File: src/design/fpm_pkg.sv
// Shared constants for the flash protect and memory select block.
// Assumes a 250 MHz core clock and an 8-bit MCU register interface.
package fpm_pkg;

    localparam int          CLK_MHZ           = 250;
    localparam int          RECOVER_US        = 25;
    localparam int          RECOVER_CYC       = RECOVER_US * CLK_MHZ;
    localparam int          SLOW_RESET_MS     = 2;
    localparam int          SLOW_RESET_CYC    = SLOW_RESET_MS * 1000 * CLK_MHZ;
    localparam int          ERASE_CYC         = 4096;
    localparam int          PROG_CYC          = 64;

    localparam logic [11:0] UNLOCK_ADDR1      = 12'h555;
    localparam logic [11:0] UNLOCK_ADDR2      = 12'hAAA;
    localparam logic [7:0]  UNLOCK_DATA1      = 8'hAA;
    localparam logic [7:0]  UNLOCK_DATA2      = 8'h55;
    localparam logic [7:0]  CMD_RESET         = 8'hF0;
    localparam logic [7:0]  CMD_PROGRAM       = 8'hA0;
    localparam logic [7:0]  CMD_ERASE_SETUP   = 8'h80;
    localparam logic [7:0]  CMD_BULK          = 8'h10;
    localparam logic [7:0]  CMD_SECTOR        = 8'h30;

    // Register offsets within the control register space
    localparam logic [7:0]  OFS_MAIN_PROT     = 8'hC0;
    localparam logic [7:0]  OFS_SEC_PROT      = 8'hC2;
    localparam logic [7:0]  OFS_SPACE_MAP     = 8'hE2;

    // Space mapping fields
    localparam int          MAP_FETCH_RAM     = 0;
    localparam int          MAP_FETCH_SEC     = 1;
    localparam int          MAP_FETCH_MAIN    = 2;
    localparam int          MAP_READ_SEC      = 3;
    localparam int          MAP_READ_MAIN     = 4;
    localparam logic [4:0]  MAP_RESET         = 5'h0C;

    localparam int          SEC_SECURITY_BIT  = 7;
    localparam int          MAIN_SECTORS      = 8;
    localparam int          SECOND_SECTORS    = 4;

    typedef enum logic [2:0] {
        FPM_IDLE,
        FPM_UNLOCK1,
        FPM_UNLOCK2,
        FPM_ERASE1,
        FPM_ERASE2,
        FPM_ERASE3
    } fpm_cmd_t;

    typedef enum logic [1:0] {
        FPM_READ,
        FPM_PROG,
        FPM_BULK,
        FPM_SECT
    } fpm_op_t;

endpackage

File: src/design/fpm_sel_if.sv
// Carries decoded selects between the decoder and the main module.
// Assumes single clock, combinational selects.
`timescale 1ns/1ns
`default_nettype none
interface fpm_sel_if;
    logic [7:0] main_sector_select;
    logic [3:0] second_sector_select;
    logic       ram_select;
    logic       control_register_space;
    logic [7:0] main_hit;
    logic [3:0] second_hit;
    logic       ram_hit;
    logic       csr_hit;
    modport dec (input main_sector_select, second_sector_select, ram_select,
                 control_register_space,
                 output main_hit, second_hit, ram_hit, csr_hit);
    modport top (output main_sector_select, second_sector_select, ram_select,
                 control_register_space,
                 input main_hit, second_hit, ram_hit, csr_hit);
endinterface
`default_nettype wire

File: src/design/fpm_select_prio.sv
// Priority resolution of raw memory selects.
// Assumes raw selects come from the address decode logic.
`timescale 1ns/1ns
`default_nettype none
module fpm_select_prio
(
    fpm_sel_if.dec sel
);
    logic any_top;
    logic any_second;

    always_comb
    begin
        // Ram and register space outrank every flash sector
        any_top    = sel.ram_select | sel.control_register_space;
        any_second = |sel.second_sector_select;
        sel.ram_hit    = sel.ram_select;
        sel.csr_hit    = sel.control_register_space & ~sel.ram_select;
        sel.second_hit = any_top ? 4'h0 : sel.second_sector_select;
        sel.main_hit   = (any_top | any_second) ? 8'h00
                       : sel.main_sector_select;
    end
endmodule
`default_nettype wire

File: src/design/fpm_top.sv
// Flash protection, flash command/reset control and memory select gating.
// Assumes MCU strobes are synchronous one-cycle pulses, selects from the
// address decode logic, and protection bits held in non-volatile config.
// Functional notes
// - Each main and secondary sector can be protected against program/erase.
// - Program or erase aimed at a protected sector is silently dropped.
// - Verify read of a protected sector returns its stored data.
// - Protection bits are MCU readable only; changed by test port.
// - Main protect status: bit i set means main sector i protected.
// - Secondary status bits 3..0 are sector protects; bits 6..4 unused.
// - Secondary status bit 7 reports the security bit.
// - Flash reset is one write, optionally after the two unlock writes.
// - Flash reset is ignored during byte program or bulk erase.
// - Slow variant: reset returns to read in milliseconds, aborts sector erase.
// - Fast variant: reset immediate; after error or erase abort, 25 us.
// - Reset pin aborts operations; read mode within 25 us if busy.
// - Sram responds only while its select is high.
// - Battery-on output high while the battery powers the sram.
// - Secondary sector wins over an overlapping main sector.
// - Sram and register space win over any flash sector.
// - Code access qualified by fetch strobe, data by read strobe.
// - Space map bits allow fetch from sram and fetch/read of each flash array.
// - Space map loads a configured boot value; MCU may rewrite it.
// - Error bit sets on a program timeout while a byte program runs.
`timescale 1ns/1ns
`default_nettype none
module fpm_top
#(
    parameter bit          FAST_VARIANT = 1'b1,
    parameter int          RECOVER_CYCLES = fpm_pkg::RECOVER_CYC,
    parameter int          SLOW_CYCLES    = fpm_pkg::SLOW_RESET_CYC,
    parameter logic [4:0]  MAP_BOOT       = fpm_pkg::MAP_RESET
)
(
    // Clock and reset
    input  wire logic        i_clk,
    input  wire logic        i_rst_b,

    // Reset pin pulse
    input  wire logic        i_reset_pin_b,

    // MCU bus
    input  wire logic [11:0] i_addr,
    input  wire logic [7:0]  i_wdata,
    input  wire logic        i_wr,
    input  wire logic        i_rd,
    input  wire logic        i_fetch,

    // Raw selects from address decode logic
    input  wire logic [7:0]  i_main_sector_select,
    input  wire logic [3:0]  i_second_sector_select,
    input  wire logic        i_ram_select,
    input  wire logic        i_control_register_space,

    // Non-volatile configuration and test port
    input  wire logic [7:0]  i_cfg_main_prot,
    input  wire logic [3:0]  i_cfg_second_prot,
    input  wire logic        i_cfg_security,
    input  wire logic        i_test_prot_load,

    // Flash array feedback
    input  wire logic [7:0]  i_flash_rdata,
    input  wire logic        i_prog_timeout,

    // Power
    input  wire logic        i_batt_cfg,
    input  wire logic        i_supply_below_batt,

    // Outputs
    output logic [7:0]       o_rdata,
    output logic [7:0]       o_main_access,
    output logic [3:0]       o_second_access,
    output logic             o_ram_access,
    output logic             o_csr_access,
    output logic             o_flash_prog,
    output logic             o_flash_erase,
    output logic [11:0]      o_flash_sectors,
    output logic             o_busy,
    output logic             o_error_status_bit,
    output logic             o_battery_on
);
    import fpm_pkg::*;

    typedef struct packed {
        fpm_cmd_t    cmd;
        fpm_op_t     op;
        logic [7:0]  main_prot;
        logic [3:0]  second_prot;
        logic        security;

        logic [4:0]  space_map;
        logic [31:0] op_cnt;
        logic [31:0] rec_cnt;
        logic        err;
        logic        busy;

        logic [7:0]  rdata;
        logic [7:0]  main_acc;
        logic [3:0]  second_acc;
        logic        ram_acc;
        logic        csr_acc;
        logic        prog;
        logic        erase;
        logic [11:0] sectors;

        logic        batt;
        logic        loaded;
    } fpm_state_t;

    fpm_state_t r;
    fpm_state_t next_r;

    fpm_sel_if sel ();
    fpm_select_prio u_prio
    (
        .sel (sel)
    );

    logic        strobe;
    logic        flash_wr;
    logic [11:0] tgt;
    logic [11:0] prot_all;
    logic        tgt_prot;

    assign sel.main_sector_select     = i_main_sector_select;
    assign sel.second_sector_select   = i_second_sector_select;
    assign sel.ram_select             = i_ram_select;
    assign sel.control_register_space = i_control_register_space;

    always_comb
    begin
        next_r   = r;
        strobe   = i_rd | i_fetch;
        tgt      = {sel.second_hit, sel.main_hit};
        prot_all = {r.second_prot, r.main_prot};
        tgt_prot = |(tgt & prot_all);
        flash_wr = i_wr & (|tgt);

        next_r.prog  = 1'b0;
        next_r.erase = 1'b0;

        // Protect bits come only from config or the test port
        if (!r.loaded || i_test_prot_load)
        begin
            next_r.main_prot   = i_cfg_main_prot;
            next_r.second_prot = i_cfg_second_prot;
            next_r.security    = i_cfg_security;
            next_r.loaded      = 1'b1;
        end

        // Gating by strobe and space map
        next_r.ram_acc = sel.ram_hit & (i_wr | i_rd
                       | (i_fetch & r.space_map[MAP_FETCH_RAM]));
        next_r.csr_acc = sel.csr_hit & (i_wr | i_rd);
        next_r.main_acc = sel.main_hit & {8{
            (i_fetch & r.space_map[MAP_FETCH_MAIN])
          | (i_rd & r.space_map[MAP_READ_MAIN])}};
        next_r.second_acc = sel.second_hit & {4{
            (i_fetch & r.space_map[MAP_FETCH_SEC])
          | (i_rd & r.space_map[MAP_READ_SEC])}};

        // Register reads; flash reads pass stored data even if protected
        next_r.rdata = 8'h00;
        if (sel.csr_hit && i_rd)
        begin
            case (i_addr[7:0])
                OFS_MAIN_PROT: next_r.rdata = r.main_prot;
                OFS_SEC_PROT:  next_r.rdata = {r.security, 3'h0,
                                               r.second_prot};
                OFS_SPACE_MAP: next_r.rdata = {3'h0, r.space_map};
                default:       next_r.rdata = 8'h00;
            endcase
        end
        else if (strobe && (|tgt))
        begin
            next_r.rdata = r.err ? {2'h0, 1'b1, 5'h00}
                                 : i_flash_rdata;
        end

        // Upper bits are simply not stored
        if (sel.csr_hit && i_wr && i_addr[7:0] == OFS_SPACE_MAP)
        begin
            next_r.space_map = i_wdata[4:0];
        end

        // Operation timing
        if (r.rec_cnt != 32'h0)
        begin
            next_r.rec_cnt = r.rec_cnt - 32'h1;
        end

        if (r.op != FPM_READ)
        begin
            if (i_prog_timeout && r.op == FPM_PROG)
            begin
                next_r.err = 1'b1;
            end
            if (r.op_cnt != 32'h0)
            begin
                next_r.op_cnt = r.op_cnt - 32'h1;
            end
            else
            begin
                next_r.op = FPM_READ;
            end
        end

        // Command sequencer
        if (flash_wr)
        begin
            next_r.cmd = FPM_IDLE;
            if (i_wdata == CMD_RESET)
            begin
                // Reset is ignored while programming or bulk erasing
                if (r.op != FPM_PROG && r.op != FPM_BULK)
                begin
                    if (!FAST_VARIANT)
                    begin
                        next_r.rec_cnt = SLOW_CYCLES;
                    end
                    else if (r.err || r.op == FPM_SECT)
                    begin
                        next_r.rec_cnt = RECOVER_CYCLES;
                    end
                    next_r.op  = FPM_READ;
                    next_r.err = 1'b0;
                end
            end
            else
            begin
                case (r.cmd)
                    FPM_IDLE:
                        if (i_addr == UNLOCK_ADDR1 && i_wdata == UNLOCK_DATA1)
                            next_r.cmd = FPM_UNLOCK1;
                    FPM_UNLOCK1:
                        if (i_addr == UNLOCK_ADDR2 && i_wdata == UNLOCK_DATA2)
                            next_r.cmd = FPM_UNLOCK2;
                    FPM_UNLOCK2:
                        if (i_wdata == CMD_PROGRAM)
                            next_r.cmd = FPM_ERASE3;
                        else if (i_wdata == CMD_ERASE_SETUP)
                            next_r.cmd = FPM_ERASE1;
                    FPM_ERASE1:
                        if (i_addr == UNLOCK_ADDR1 && i_wdata == UNLOCK_DATA1)
                            next_r.cmd = FPM_ERASE2;
                    FPM_ERASE2:
                        if (i_wdata == UNLOCK_DATA2)
                            next_r.cmd = FPM_UNLOCK2;
                    FPM_ERASE3:
                        // Program data cycle; protected targets are dropped
                        if (!tgt_prot && r.op == FPM_READ)
                        begin
                            next_r.prog    = 1'b1;
                            next_r.sectors = tgt;
                            next_r.op      = FPM_PROG;
                            next_r.op_cnt  = PROG_CYC;
                        end
                    default:
                        next_r.cmd = FPM_IDLE;
                endcase

                // Erase confirm in FPM_UNLOCK2, reached after either unlock pair
                if (r.cmd == FPM_UNLOCK2 && r.op == FPM_READ
                    && (i_wdata == CMD_BULK || i_wdata == CMD_SECTOR))
                begin
                    next_r.cmd = FPM_IDLE;
                    if (i_wdata == CMD_BULK)
                    begin
                        // Bulk erase only touches unprotected sectors
                        next_r.sectors = ~prot_all;
                        next_r.erase   = |(~prot_all);
                        next_r.op      = FPM_BULK;
                        next_r.op_cnt  = ERASE_CYC;
                    end
                    else if (!tgt_prot)
                    begin
                        next_r.sectors = tgt;
                        next_r.erase   = 1'b1;
                        next_r.op      = FPM_SECT;
                        next_r.op_cnt  = ERASE_CYC;
                    end
                end
            end
        end

        // Reset pin aborts the running operation, the command sequence and the error
        if (!i_reset_pin_b)
        begin
            if (r.op != FPM_READ)
            begin
                next_r.rec_cnt = RECOVER_CYCLES;
            end
            next_r.op  = FPM_READ;
            next_r.cmd = FPM_IDLE;
            next_r.err = 1'b0;
        end

        // Battery indicator only when configured
        next_r.batt = i_batt_cfg & i_supply_below_batt;

        // Registered so busy comes straight from a flop
        next_r.busy = (next_r.op != FPM_READ)
                    || (next_r.rec_cnt != 32'h0);
    end

    always_ff @(posedge i_clk)
    begin
        if (!i_rst_b)
        begin
            r           <= '0;
            r.cmd       <= FPM_IDLE;
            r.op        <= FPM_READ;
            r.space_map <= MAP_BOOT;
        end
        else
        begin
            r <= next_r;
        end
    end

    assign o_rdata            = r.rdata;

    assign o_main_access      = r.main_acc;
    assign o_second_access    = r.second_acc;
    assign o_ram_access       = r.ram_acc;
    assign o_csr_access       = r.csr_acc;

    assign o_flash_prog       = r.prog;
    assign o_flash_erase      = r.erase;
    assign o_flash_sectors    = r.sectors;

    assign o_busy             = r.busy;
    assign o_error_status_bit = r.err;
    assign o_battery_on       = r.batt;
endmodule
`default_nettype wire

File: config.mk
export PLATFORM = sky130hd
export DESIGN_NAME = fpm_top
export DESIGN_NICKNAME = d
export VERILOG_FILES = /design/src/design/fpm_pkg.sv /design/src/design/fpm_sel_if.sv /design/src/design/fpm_select_prio.sv /design/src/design/fpm_top.sv
export SDC_FILE = /design/constraint.sdc
export NUM_CORES = 1
export LEC_CHECK = 0
export BUFFER_PORTS_ARGS = -buffer_cell sky130_fd_sc_hd__clkbuf_2
export CAP_MARGIN = 0
export CORE_ASPECT_RATIO = 0.5
export CORE_UTILIZATION = 51
export CTS_BUF_LIST = sky130_fd_sc_hd__clkbuf_8 sky130_fd_sc_hd__clkbuf_16
export CTS_CLUSTER_DIAMETER = 200
export DETAILED_ROUTE_END_ITERATION = 7
export PLACE_DENSITY_LB_ADDON = 0.08
export REMOVE_ABC_BUFFERS = 1
export SYNTH_ARGS = -nofsm -noshare
export SYNTH_HDL_FRONTEND = slang
export SYNTH_HIERARCHICAL = 1
export SYNTH_SLANG_ARGS = --single-unit
export TNS_END_PERCENT = 20
File: constraint.sdc
create_clock -name i_clk -period 3.2 [get_ports i_clk]
set_clock_uncertainty 0.1 [all_clocks]
set_input_delay 0.16 -clock i_clk [delete_from_list [all_inputs] [get_ports i_clk]]
set_output_delay 0.16 -clock i_clk [all_outputs]
set_load 0.05 [all_outputs]
==> metrics.md, run 1 <==
| Metric | Value |
|---|---|
| CP Capture Type | flip-flop |
| Setup CP Type | reg2reg |
| Reg2reg path depth | 8 |
| Worst setup SP type | flip-flop |
| HP Start | i_rst_b |
| Cells on Worst Hold Path | 1 |
| Synth Instances | 786 |
| Top cells by count, synth | dfxtp_1, nor2_1, nand2_1, a21oi_1, buf_4 |
| Number of port buffers | 103 |
| GRT met3 Usage | 0.0592 |
| Max_cap viols | 0 |
| Library cells used by synthesis | 64 |
| GRT Max-Usage Layer | met2 |
| Core Util, Final | 0.660 |
| Die H | 81.2 um |
| Psw | 0.00248 W |
| Gpl congestion | 0.941 |
| Synth Register Bits | 127 |
| Slew @ Worst Pin | 0.846 ns |
| Cell breakdown of the critical path | or4_4 -> or4_4 -> or3_4 -> or3_1 -> buf_4 -> o211ai_1 -> a211oi_1 -> a41oi_1 |
| Avg WL per Cell | 15.3 um |
| CTS tree | done |
| CTS Buffer Depth | 2 |
| Minimum clock period | 3.09 ns |
| Post-Synth Adder-Cell Area | 0.0137 |
| Critical Path AT | 3.29 ns |
| Root buffer cell | clkbuf_16 |
| Initial antenna violation count | 0 |
| Synth Area in Simple Gates | 0.308 |
| Worst Setup EP | o_busy$_SDFF_PN0_ |
| Hold WC Path Type | in2reg |
| Total congestion overflow | 0 |
| First-pass GRT wire length | 27.0 mm |
| Fin nets | 977 |
| Most frequent cell after synthesis | dfxtp_1 |
| DRC viols | 0 |
| CP required | 3.40 ns |
| Status | completed |
| CTS buffer count | 17 |
| Fraction of registers with async set or reset after synthesis | 0 |
| Peak VDD IR | 0.629 mV |
| N_diodes | 0 |
| Mapped cell area | 0.00639 mm^2 |
| Pwr dens | 824 mW/mm^2 |
| Part of the power in registers | 0.308 |
| H-tree Lvls | 4 |
| Mux contribution to synthesized area | 0.0180 |
| Design Area, Final | 0.00793 mm^2 |
| Mean Syn Cell Area | 8.13 um^2 |
| Vias | 6005 |
| Switch share | 0.380 |
| Clock Latency Late Sink | 0.41 ns |
| Iteration-0 DRC Markers | 393 |
| XOR/XNOR share of the synthesized area | 0.0616 |
| Core area | 0.0120 mm^2 |
| Slew Viols, Final | 0 |
| Pint | 0.00405 W |
| Final Cycle Share | 0.965 |
| DIE WIDTH | 160 um |
| Number of global-route vias before repair | 5527 |
| Layout cells sized above 1 | 0.206 |
| Largest net degree at the start of global routing | 31 |
| Register-to-register setup slack | 0.11 ns |
| Crit Path Max Fanout | 7 |
| Sequential area share after synthesis | 0.398 |
| Area delta synth->final | 24.1% |
| Gr usage total | 0.260 |
| Final ANT Viol Nets | 0 |
| Area fraction of the dominant cell type after synthesis | 0.398 |
| Routed vias/inst | 5.55 |
| DP Area | 0.00695 mm^2 |
| Num rows | 28 |
| Largest family of logic cells by synthesized area | simple AND/OR/NAND/NOR gates |
| Synth area leader | dfxtp_1 |
| R2r endpoint | o_busy$_SDFF_PN0_ |
| # IOs | 104 |
| Setup Buffers After CTS | 0 |
| # setup viols final | 0 |
| Slew Limit Headroom | 0.435 |
| Prevailing post-synth register cell | dfxtp_1 |
| Worst setup path startpoint | r[47]$_SDFF_PN0_ |
| Complex-gate fraction of the synthesized area | 0.134 |
| WL final | 16.6 mm |
| Initial Util | 0.532 |
| Sink Count | 127 |
| Yosys warning count | 6 |
| M2 GR Usage | 0.420 |
| Logic pwr share | 0.398 |
| DIE AREA | 0.0130 mm^2 |
| Met1 Resource Use GR | 0.351 |
| Synth top area cells | dfxtp_1, nor2_1, nand2_1 |
| Critical-path top delay cell | or4_4 |
| Crit-path most repeated cell | or4_4 |
| Largest stage delay, worst path | 0.56 ns |
| Final Hold Viols | 0 |
| Pleak | 3.30 nW |
| Post-synth EDFFs | 0 |
| Router iterations before antenna repair | 5 |
| Max Clock Freq | 324 MHz |
| # fillers | 1027 |
| FF-to-FF Start | r[47]$_SDFF_PN0_ |
| Clk pwr share | 0.294 |
| Reg clk slew, reported paths | 0.07 ns |
| HPWL after detailed placement | 11.7 mm |
## flip-flops by register name, summed over array words and instances, names as in the netlist
register	flops
o_csr_access	1
o_flash_prog	1
o_flash_erase	1
o_rdata	8
o_flash_sectors	12
o_main_access	8
o_second_access	4
o_error_status_bit	1
o_busy	1
o_ram_access	1
r	76
prot_all	12
o_battery_on	1
## metrics by stage
stage	TNS (ns)	hold slack (ns)	total power (W)	std cells	setup slack, ns
after detailed placement	0	0.293	0.00436	1017	0.0161
final	0	0.00601	0.00654	1082	0.111
after floorplan	0	0.0877	0.00361	720	0.136
after global routing	-0.0194	0.00869	0.00692	1082	-0.0194
after CTS	0	0.00141	0.00638	1082	0.0252
after global placement	0	0.291	0.00436	1017	0.0859
## final cells by class
class / instances / area [um^2] / share of cell area
multi-input cells: 582 / 3490 / 0.439
flip-flops and latches: 127 / 2540 / 0.321
repair buffers: 166 / 1070 / 0.135
clock buffers: 17 / 425 / 0.0536
well taps: 165 / 206 / 0.0260
clock inverters: 14 / 158 / 0.0199
inverters: 11 / 41.3 / 0.00521
## cell usage in the layout (no fill, tap or decap), types with 4 or more instances in the layout
master           n
xor2_1          19
xnor2_1         25
nor3b_1          4
nand3_1          8
and4_1           5
nor2b_1          7
a211oi_1         6
or3_1           14
nand4_1         15
or4_4            5
dlygate4sd3_1   34
inv_1           10
o211ai_1         4
mux2_2           4
nand2b_1         9
a21oi_1         58
mux2i_1          7
nor2_1         112
ha_1             7
dfxtp_1        127
nand2_1         80
clkbuf_2       103
nor3_1          23
or4_1           15
o31ai_1          5
buf_4           29
and3_1          14
a22oi_1          8
inv_6            4
and2_1          19
nor4_1          26
o21ai_0         31
clkbuf_16       17
nor4b_1          4
## cells by family (layout without fill, tap and decap cells)
group	count (synthesis)	in the layout
xor+xnor	45	45
flops	127	127
buf+inv	77	208
fa+ha+maj	7	7
simple gates	379	379
mux	11	11
compound gates	140	140
## layer usage
layer | vias to the layer above | share of wire
met4 | 0 | 0.012
met5 | - | 0
met1 | 2755 | 0.49
li1 | 3007 | -
met3 | 25 | 0.067
met2 | 218 | 0.43
## worst min-delay path by stage
stage / to / slack (ns)
after floorplan: r[0]$_SDFFE_PN0P_ / 0.09
after global routing: r[0]$_SDFFE_PN0P_ / 0.009
final: r[0]$_SDFFE_PN0P_ / 0.006
after CTS: r[0]$_SDFFE_PN0P_ / 0.001
after global placement: o_rdata[2]$_SDFF_PN0_ / 0.29
after detailed placement: prot_all[5]$_SDFFE_PN0P_ / 0.29
## power by group through the flow
stage                     clock network, W  logic [W]  registers [W]
after CTS                          0.00194    0.00244        0.00199
after floorplan                          0    0.00160        0.00201
after detailed placement                 0    0.00234        0.00202
after global placement                   0    0.00234        0.00202
after global routing               0.00202    0.00286        0.00203
final                              0.00192    0.00260        0.00201
## worst max-delay path, delay by kind of cell, from the launching register on
family	cells	cell delay [ns]
buffers and inverters	1	0.18
AOI/OAI and AO/OA	3	0.51
and+or+nand+nor	4	1.87
DFF	1	0.33
## what timing repair did
action / in CTS / in global routing
hold buffers: 34 / 0
pin swaps: 0 / 5
resized for setup: 2 / 10
endpoints found under the hold margin: 34 / 0
setup endpoints to repair: 1 / 3
gates cloned: 0 / 0
(Power assumes the default switching activity.)
==> run 2: changes to the inputs <==
--- a/config.mk
+++ b/config.mk
@@ -16,6 +16,5 @@
 export REMOVE_ABC_BUFFERS = 1
 export SYNTH_ARGS = -nofsm -noshare
 export SYNTH_HDL_FRONTEND = slang
-export SYNTH_HIERARCHICAL = 1
 export SYNTH_SLANG_ARGS = --single-unit
 export TNS_END_PERCENT = 20
==> run 2 against run 1 <==
Clock power barely moved; power rose by 11%; global-route usage rose by 2.3 points; synthesized cell count did not move; sequential power fell by 2%; final area rose by 5.7%; critical path depth rose by 3; flip-flop and latch count did not move; register-to-register slack got worse by 0.30 ns; sequential share of layout area fell by 1.7 points; via count rose by 6.2%; the run now ends with setup timing left; final cell count rose by 5.7%.
==> metrics.md, run 2 <==
| Metric | Value |
|---|---|
| Number of global-route vias before repair | 5801 |
| WL final | 18.1 mm |
| Total congestion overflow | 0 |
| Setup CP Type | reg2reg |
| Crit-path most repeated cell | or4_1 |
| Max Clock Freq | 295 MHz |
| Sequential area share after synthesis | 0.398 |
| Status | finished with violations |
| H-tree Lvls | 4 |
| Area fraction of the dominant cell type after synthesis | 0.398 |
| Num rows | 28 |
| Critical-path top delay cell | or4_1 |
| Gpl congestion | 0.883 |
| Die H | 81.1 um |
| CTS buffer count | 17 |
| Worst setup SP type | flip-flop |
| Synth area leader | dfxtp_1 |
| Hold WC Path Type | in2reg |
| CTS tree | done |
| Largest stage delay, worst path | 0.53 ns |
| N_diodes | 0 |
| HP Start | i_rst_b |
| Router iterations before antenna repair | 5 |
| Minimum clock period | 3.39 ns |
| Final Cycle Share | 1.06 |
| Pwr dens | 868 mW/mm^2 |
| Commonest non-fill, non-tap cell in the layout | nor2_1 |
| # setup viols final | 1 |
| Prevailing post-synth register cell | dfxtp_1 |
| Final Hold Viols | 0 |
| Peak VDD IR | 0.568 mV |
| # fillers | 978 |
| Area delta synth->final | 31.5% |
| Psw | 0.00286 W |
| Switch share | 0.392 |
| CP Capture Type | flip-flop |
| Fin nets | 1038 |
| GRT Max-Usage Layer | met2 |
| Cell breakdown of the critical path | inv_2 -> ha_4 -> or3b_4 -> nor4_4 -> buf_4 -> a211oi_2 -> xor2_1 -> or4_1 -> or3_1 -> or4_1 -> a211o_1 |
| Library cells used by synthesis | 62 |
| Avg WL per Cell | 15.9 um |
| Slew Limit Headroom | 0.432 |
| DIE WIDTH | 160 um |
| Pleak | 3.54 nW |
| Pint | 0.00443 W |
| Most frequent cells in the layout | nor2_1, dfxtp_1, clkbuf_2 |
| Critical Path AT | 3.60 ns |
| Worst setup path startpoint | r[40]$_SDFF_PN0_ |
| Core area | 0.0120 mm^2 |
| Final ANT Viol Nets | 0 |
| Setup total negative slack | -0.191 ns |
| CP required | 3.41 ns |
| GRT met3 Usage | 0.0587 |
| RSZ-0062 raised after global routing | true |
| DRC viols | 0 |
| DP Area | 0.00730 mm^2 |
| Clock Latency Late Sink | 0.42 ns |
| Sink Count | 127 |
| Largest net degree at the start of global routing | 31 |
| Final setup margin | -0.191 ns |
| Most flop-heavy register | r |
| Max_cap viols | 0 |
| Number of flip-flops in the largest register | 76 |
| CTS Buffer Depth | 2 |
| Part of the power in registers | 0.270 |
| Gr usage total | 0.283 |
| Top cells by count, synth | dfxtp_1, nor2_1, nand2_1, a21oi_1, xnor2_1 |
| Routed vias/inst | 5.57 |
| Met1 Resource Use GR | 0.377 |
| Number of port buffers | 103 |
| Initial Util | 0.531 |
| M2 GR Usage | 0.466 |
| Iteration-0 DRC Markers | 551 |
| Slew @ Worst Pin | 0.845 ns |
| Failing checks | setup timing |
| DIE AREA | 0.0130 mm^2 |
| Fraction of registers with async set or reset after synthesis | 0 |
| Crit Path Max Fanout | 4 |
| Clk pwr share | 0.265 |
| Synth Register Bits | 127 |
| HPWL after detailed placement | 12.7 mm |
| Initial antenna violation count | 0 |
| Core Util, Final | 0.698 |
| Reg clk slew, reported paths | 0.06 ns |
| Root buffer cell | clkbuf_16 |
| FF-to-FF Start | r[40]$_SDFF_PN0_ |
| Mapped cell area | 0.00638 mm^2 |
| Design Area, Final | 0.00839 mm^2 |
| Logic pwr share | 0.465 |
| Yosys warning count | 0 |
| # IOs | 104 |
| Synth top area cells | dfxtp_1, nor2_1, xnor2_1 |
| Vias | 6375 |
| Slew Viols, Final | 0 |
| Dpl ws | -0.107 ns |
| Layout cells sized above 1 | 0.238 |
| Post-synth EDFFs | 0 |
| Synth Instances | 786 |
| Mean Syn Cell Area | 8.12 um^2 |
| First-pass GRT wire length | 28.8 mm |
-- run 2: cell types whose count changed in the layout (fill, tap and decap cells not counted), sizes merged, moves of 5 or more --
| cell | change |
|---|---|
| or4 | -5 |
| o21ai | -7 |
| a22oi | +5 |
| nand2 | -10 |
| buf | +47 |
| nor2 | +15 |
| and2 | -7 |
| dlygate4sd3 | +10 |
| and3 | -10 |
| nand3 | +11 |
| a21oi | -5 |
| xnor2 | +9 |
| inv | +8 |
| xor2 | -9 |
-- run 2: critical path, delay by kind of cell, from the launching register on --
kind	cells	cell delay (ns)
compound gates	2	0.32
simple gates	5	2.01
xor+xnor	1	0.16
flops	1	0.32
buf+inv	2	0.24
fa+ha+maj	1	0.13
-- run 2: worst paths after layout --
path                                     end  slack [ns]  cells past startpoint
max                        o_busy$_SDFF_PN0_       -0.19                     11
min                        r[0]$_SDFFE_PN0P_        0.01                      2
max reg2reg                o_busy$_SDFF_PN0_       -0.19                     11
min reg2reg  o_flash_sectors[3]$_SDFFE_PN0P_        0.36                      2
-- run 2: metal layers --
layer,up-vias,part of all wire
li1,3147,-
met1,2969,0.47
met2,228,0.45
met3,31,0.068
met4,0,0.014
met5,-,0
-- run 2: through the flow --
stage               std cells  total power, W  hold slack, ns
floorplan                 724         0.00383          0.0877
global placement         1066         0.00513           0.290
detailed placement       1066         0.00514           0.295
CTS                      1142         0.00719         0.00489
global route             1144         0.00772          0.0103
finish                   1144         0.00728          0.0130
-- run 2: cells by family after synthesis --
group,after synthesis,share of synthesized area
fa+ha+maj,7,0.0137
compound gates,145,0.147
mux,13,0.0208
simple gates,374,0.295
xor+xnor,45,0.0618
buf+inv,75,0.0635
flops,127,0.398
-- run 2: final cells by class --
class / count / area, um^2 / share of cell area
clock buffer: 17 / 425 / 0.0507
clock inverter: 15 / 161 / 0.0192
inverter: 13 / 48.8 / 0.00582
multi-input combinational: 584 / 3470 / 0.414
sequential: 127 / 2550 / 0.304
tap: 165 / 206 / 0.0246
timing repair buffer: 223 / 1530 / 0.182
-- run 2: repair_timing --
action / 4_1_cts / 5_1_grt
gates resized for setup: 6 / 7
endpoints found under the hold margin: 52 / 0
endpoints found under the setup margin: 1 / 4
hold buffers: 44 / 0
buffers inserted: 0 / 2
pin swaps: 9 / 5
-- run 2: power groups by stage --
stage          Clock (W)  Sequential [W]  Combinational [W]
6_report         0.00193         0.00196            0.00339
3_3_place_gp           0         0.00198            0.00315
2_1_floorplan          0         0.00206            0.00177
4_1_cts          0.00195         0.00196            0.00328
3_5_place_dp           0         0.00199            0.00315
5_1_grt          0.00204         0.00198            0.00370
==> run 3: changes to the inputs <==
--- a/config.mk
+++ b/config.mk
@@ -12,9 +12,8 @@
 export CTS_BUF_LIST = sky130_fd_sc_hd__clkbuf_8 sky130_fd_sc_hd__clkbuf_16
 export CTS_CLUSTER_DIAMETER = 200
 export DETAILED_ROUTE_END_ITERATION = 7
-export PLACE_DENSITY_LB_ADDON = 0.08
+export PLACE_DENSITY = 0.84
 export REMOVE_ABC_BUFFERS = 1
 export SYNTH_ARGS = -nofsm -noshare
 export SYNTH_HDL_FRONTEND = slang
 export SYNTH_SLANG_ARGS = --single-unit
-export TNS_END_PERCENT = 20
==> run 3 against run 2 <==
The flow still finishes with violations (setup timing); combinational power about the same; non-clock buffer count is 2 higher; wire length grew 3.5%; first-iteration DRC count is 40% higher; global-route usage is 0.90 points higher; critical path depth down 3; core utilization increased by 0.30 points; sequential share of layout area decreased by 0.15 points; die area did not move; via count grew 5.7%; hold slack gained 0.021 ns.
==> metrics.md, run 3 (synthesized netlist as in run 2, its figures left out) <==
| Metric | Value |
|---|---|
| Status | finished with violations |
| Failing checks | setup timing |
| Final Cycle Share | 1.01 |
| Final Hold Viols | 0 |
| Hold worst-path end | r[123]$_SDFF_PN0_ |
| Vias | 6738 |
| Router iterations before antenna repair | 5 |
| Minimum clock period | 3.22 ns |
| Total congestion overflow | 0 |
| DRC viols | 0 |
| DIE WIDTH | 160 um |
| Max_cap viols | 0 |
| Reg2reg path depth | 8 |
| Part of the power in registers | 0.270 |
| DP Area | 0.00726 mm^2 |
| DIE AREA | 0.0130 mm^2 |
| Gpl congestion | 0.986 |
| Worst setup SP type | flip-flop |
| # IOs | 104 |
| Die H | 81.1 um |
| Num rows | 28 |
| Slew Limit Headroom | 0.403 |
| Avg WL per Cell | 16.4 um |
| Setup CP Type | reg2reg |
| Design Area, Final | 0.00842 mm^2 |
| HPWL after detailed placement | 12.6 mm |
| # fillers | 816 |
| Placed insts | 1061 |
| Cells on Worst Hold Path | 3 |
| Max Clock Freq | 310 MHz |
| Logic pwr share | 0.469 |
| Reg clk slew, reported paths | 0.06 ns |
| CP Capture Type | flip-flop |
| Most frequent cells in the layout | nor2_1, dfxtp_1, clkbuf_2 |
| Pleak | 3.53 nW |
| Crit Path Max Fanout | 4 |
| H-tree Lvls | 4 |
| Layout cells sized above 1 | 0.242 |
| Clk pwr share | 0.261 |
| Pwr dens | 863 mW/mm^2 |
| RSZ-0062 raised after global routing | true |
| # setup viols final | 1 |
| Iteration-0 DRC Markers | 774 |
| CP required | 3.41 ns |
| Fin nets | 1040 |
| R2r endpoint | o_busy$_SDFF_PN0_ |
| First-pass GRT wire length | 30.3 mm |
| Initial Util | 0.531 |
| Core area | 0.0120 mm^2 |
| Initial antenna violation count | 0 |
| Final setup margin | -0.0230 ns |
| Largest net degree at the start of global routing | 35 |
| Number of global-route vias before repair | 6485 |
| Final std cells w/o fill | 1146 |
| Number of flip-flops in the largest register | 76 |
| CTS buffer count | 17 |
| Peak VDD IR | 0.465 mV |
| Most flop-heavy register | r |
| Register-to-register setup slack | -0.02 ns |
| Psw | 0.00277 W |
| Switch share | 0.381 |
| Slew Viols, Final | 0 |
| Final ANT Viol Nets | 0 |
| Slew @ Worst Pin | 0.894 ns |
| N_diodes | 0 |
| Root buffer cell | clkbuf_16 |
| Commonest non-fill, non-tap cell in the layout | nor2_1 |
| Hold WC Path Type | in2reg |
| Area delta synth->final | 32.0% |
| Critical Path AT | 3.43 ns |
| Clock Latency Late Sink | 0.42 ns |
| Pint | 0.00450 W |
| HP Start | i_reset_pin_b |
| Sink Count | 127 |
| CTS tree | done |
| WL final | 18.8 mm |
| Routed vias/inst | 5.88 |
| FF-to-FF Start | r[66]$_SDFF_PN0_ |
| CTS Buffer Depth | 2 |
| Number of port buffers | 103 |
| Gr usage total | 0.292 |
run 3: cell type report:
type	count	area (um^2)	area share
clock inverters	14	141	0.0168
flip-flops and latches	127	2540	0.302
well taps	165	206	0.0245
repair buffers	225	1540	0.183
multi-input cells	584	3500	0.416
inverters	13	48.8	0.00579
clock buffers	18	439	0.0521
run 3: worst max-delay path by stage:
stage                                start                 to  slack (ns)
after floorplan           r[40]$_SDFF_PN0_  o_busy$_SDFF_PN0_       -0.42
after global placement    r[40]$_SDFF_PN0_  o_busy$_SDFF_PN0_       -0.07
after detailed placement  r[41]$_SDFF_PN0_  o_busy$_SDFF_PN0_       -0.12
after CTS                 r[41]$_SDFF_PN0_  o_busy$_SDFF_PN0_       -0.02
after global routing      r[41]$_SDFF_PN0_  o_busy$_SDFF_PN0_        -0.1
final                     r[66]$_SDFF_PN0_  o_busy$_SDFF_PN0_       -0.02
run 3: per-layer routing:
layer | GRT usage | part of all wire
met5 | 0 | 0
met4 | 0.151 | 0.030
met3 | 0.0735 | 0.082
met2 | 0.519 | 0.48
met1 | 0.333 | 0.41
run 3: worst max-delay path, stage by stage, from the launching register on:
cell	delay, ns
dfxtp_1	0.31
or4_4	0.55
nor4_4	0.39
and4_1	0.27
a31oi_1	0.06
or4_1	0.46
or3_1	0.31
or4_1	0.40
a211o_1	0.26
run 3: power by group through the flow:
| stage | registers, W | clock network (W) | logic (W) |
|---|---|---|---|
| floorplan | 0.00206 | 0 | 0.00177 |
| global placement | 0.00197 | 0 | 0.00303 |
| CTS | 0.00195 | 0.00191 | 0.00328 |
| finish | 0.00196 | 0.00190 | 0.00341 |
| global route | 0.00198 | 0.00199 | 0.00369 |
| detailed placement | 0.00198 | 0 | 0.00307 |
run 3: timing repair:
| action | in CTS | in global routing |
|---|---|---|
| hold endpoints to repair | 51 | 0 |
| endpoints found under the setup margin | 1 | 4 |
| resized for setup | 11 | 5 |
| setup buffers | 8 | 1 |
| hold buffers | 44 | 0 |
| pin swaps | 7 | 3 |
run 3: through the flow:
stage	setup TNS [ns]	power (W)	hold slack, ns	worst slack [ns]	utilization
floorplan	-0.422	0.00383	0.0877	-0.422	-
global placement	-0.0660	0.00500	0.291	-0.0660	0.605
detailed placement	-0.121	0.00505	0.298	-0.121	0.605
CTS	-0.0246	0.00714	0.0173	-0.0246	0.698
global route	-0.0969	0.00767	0.0478	-0.0969	0.701
finish	-0.0230	0.00727	0.0339	-0.0230	0.701
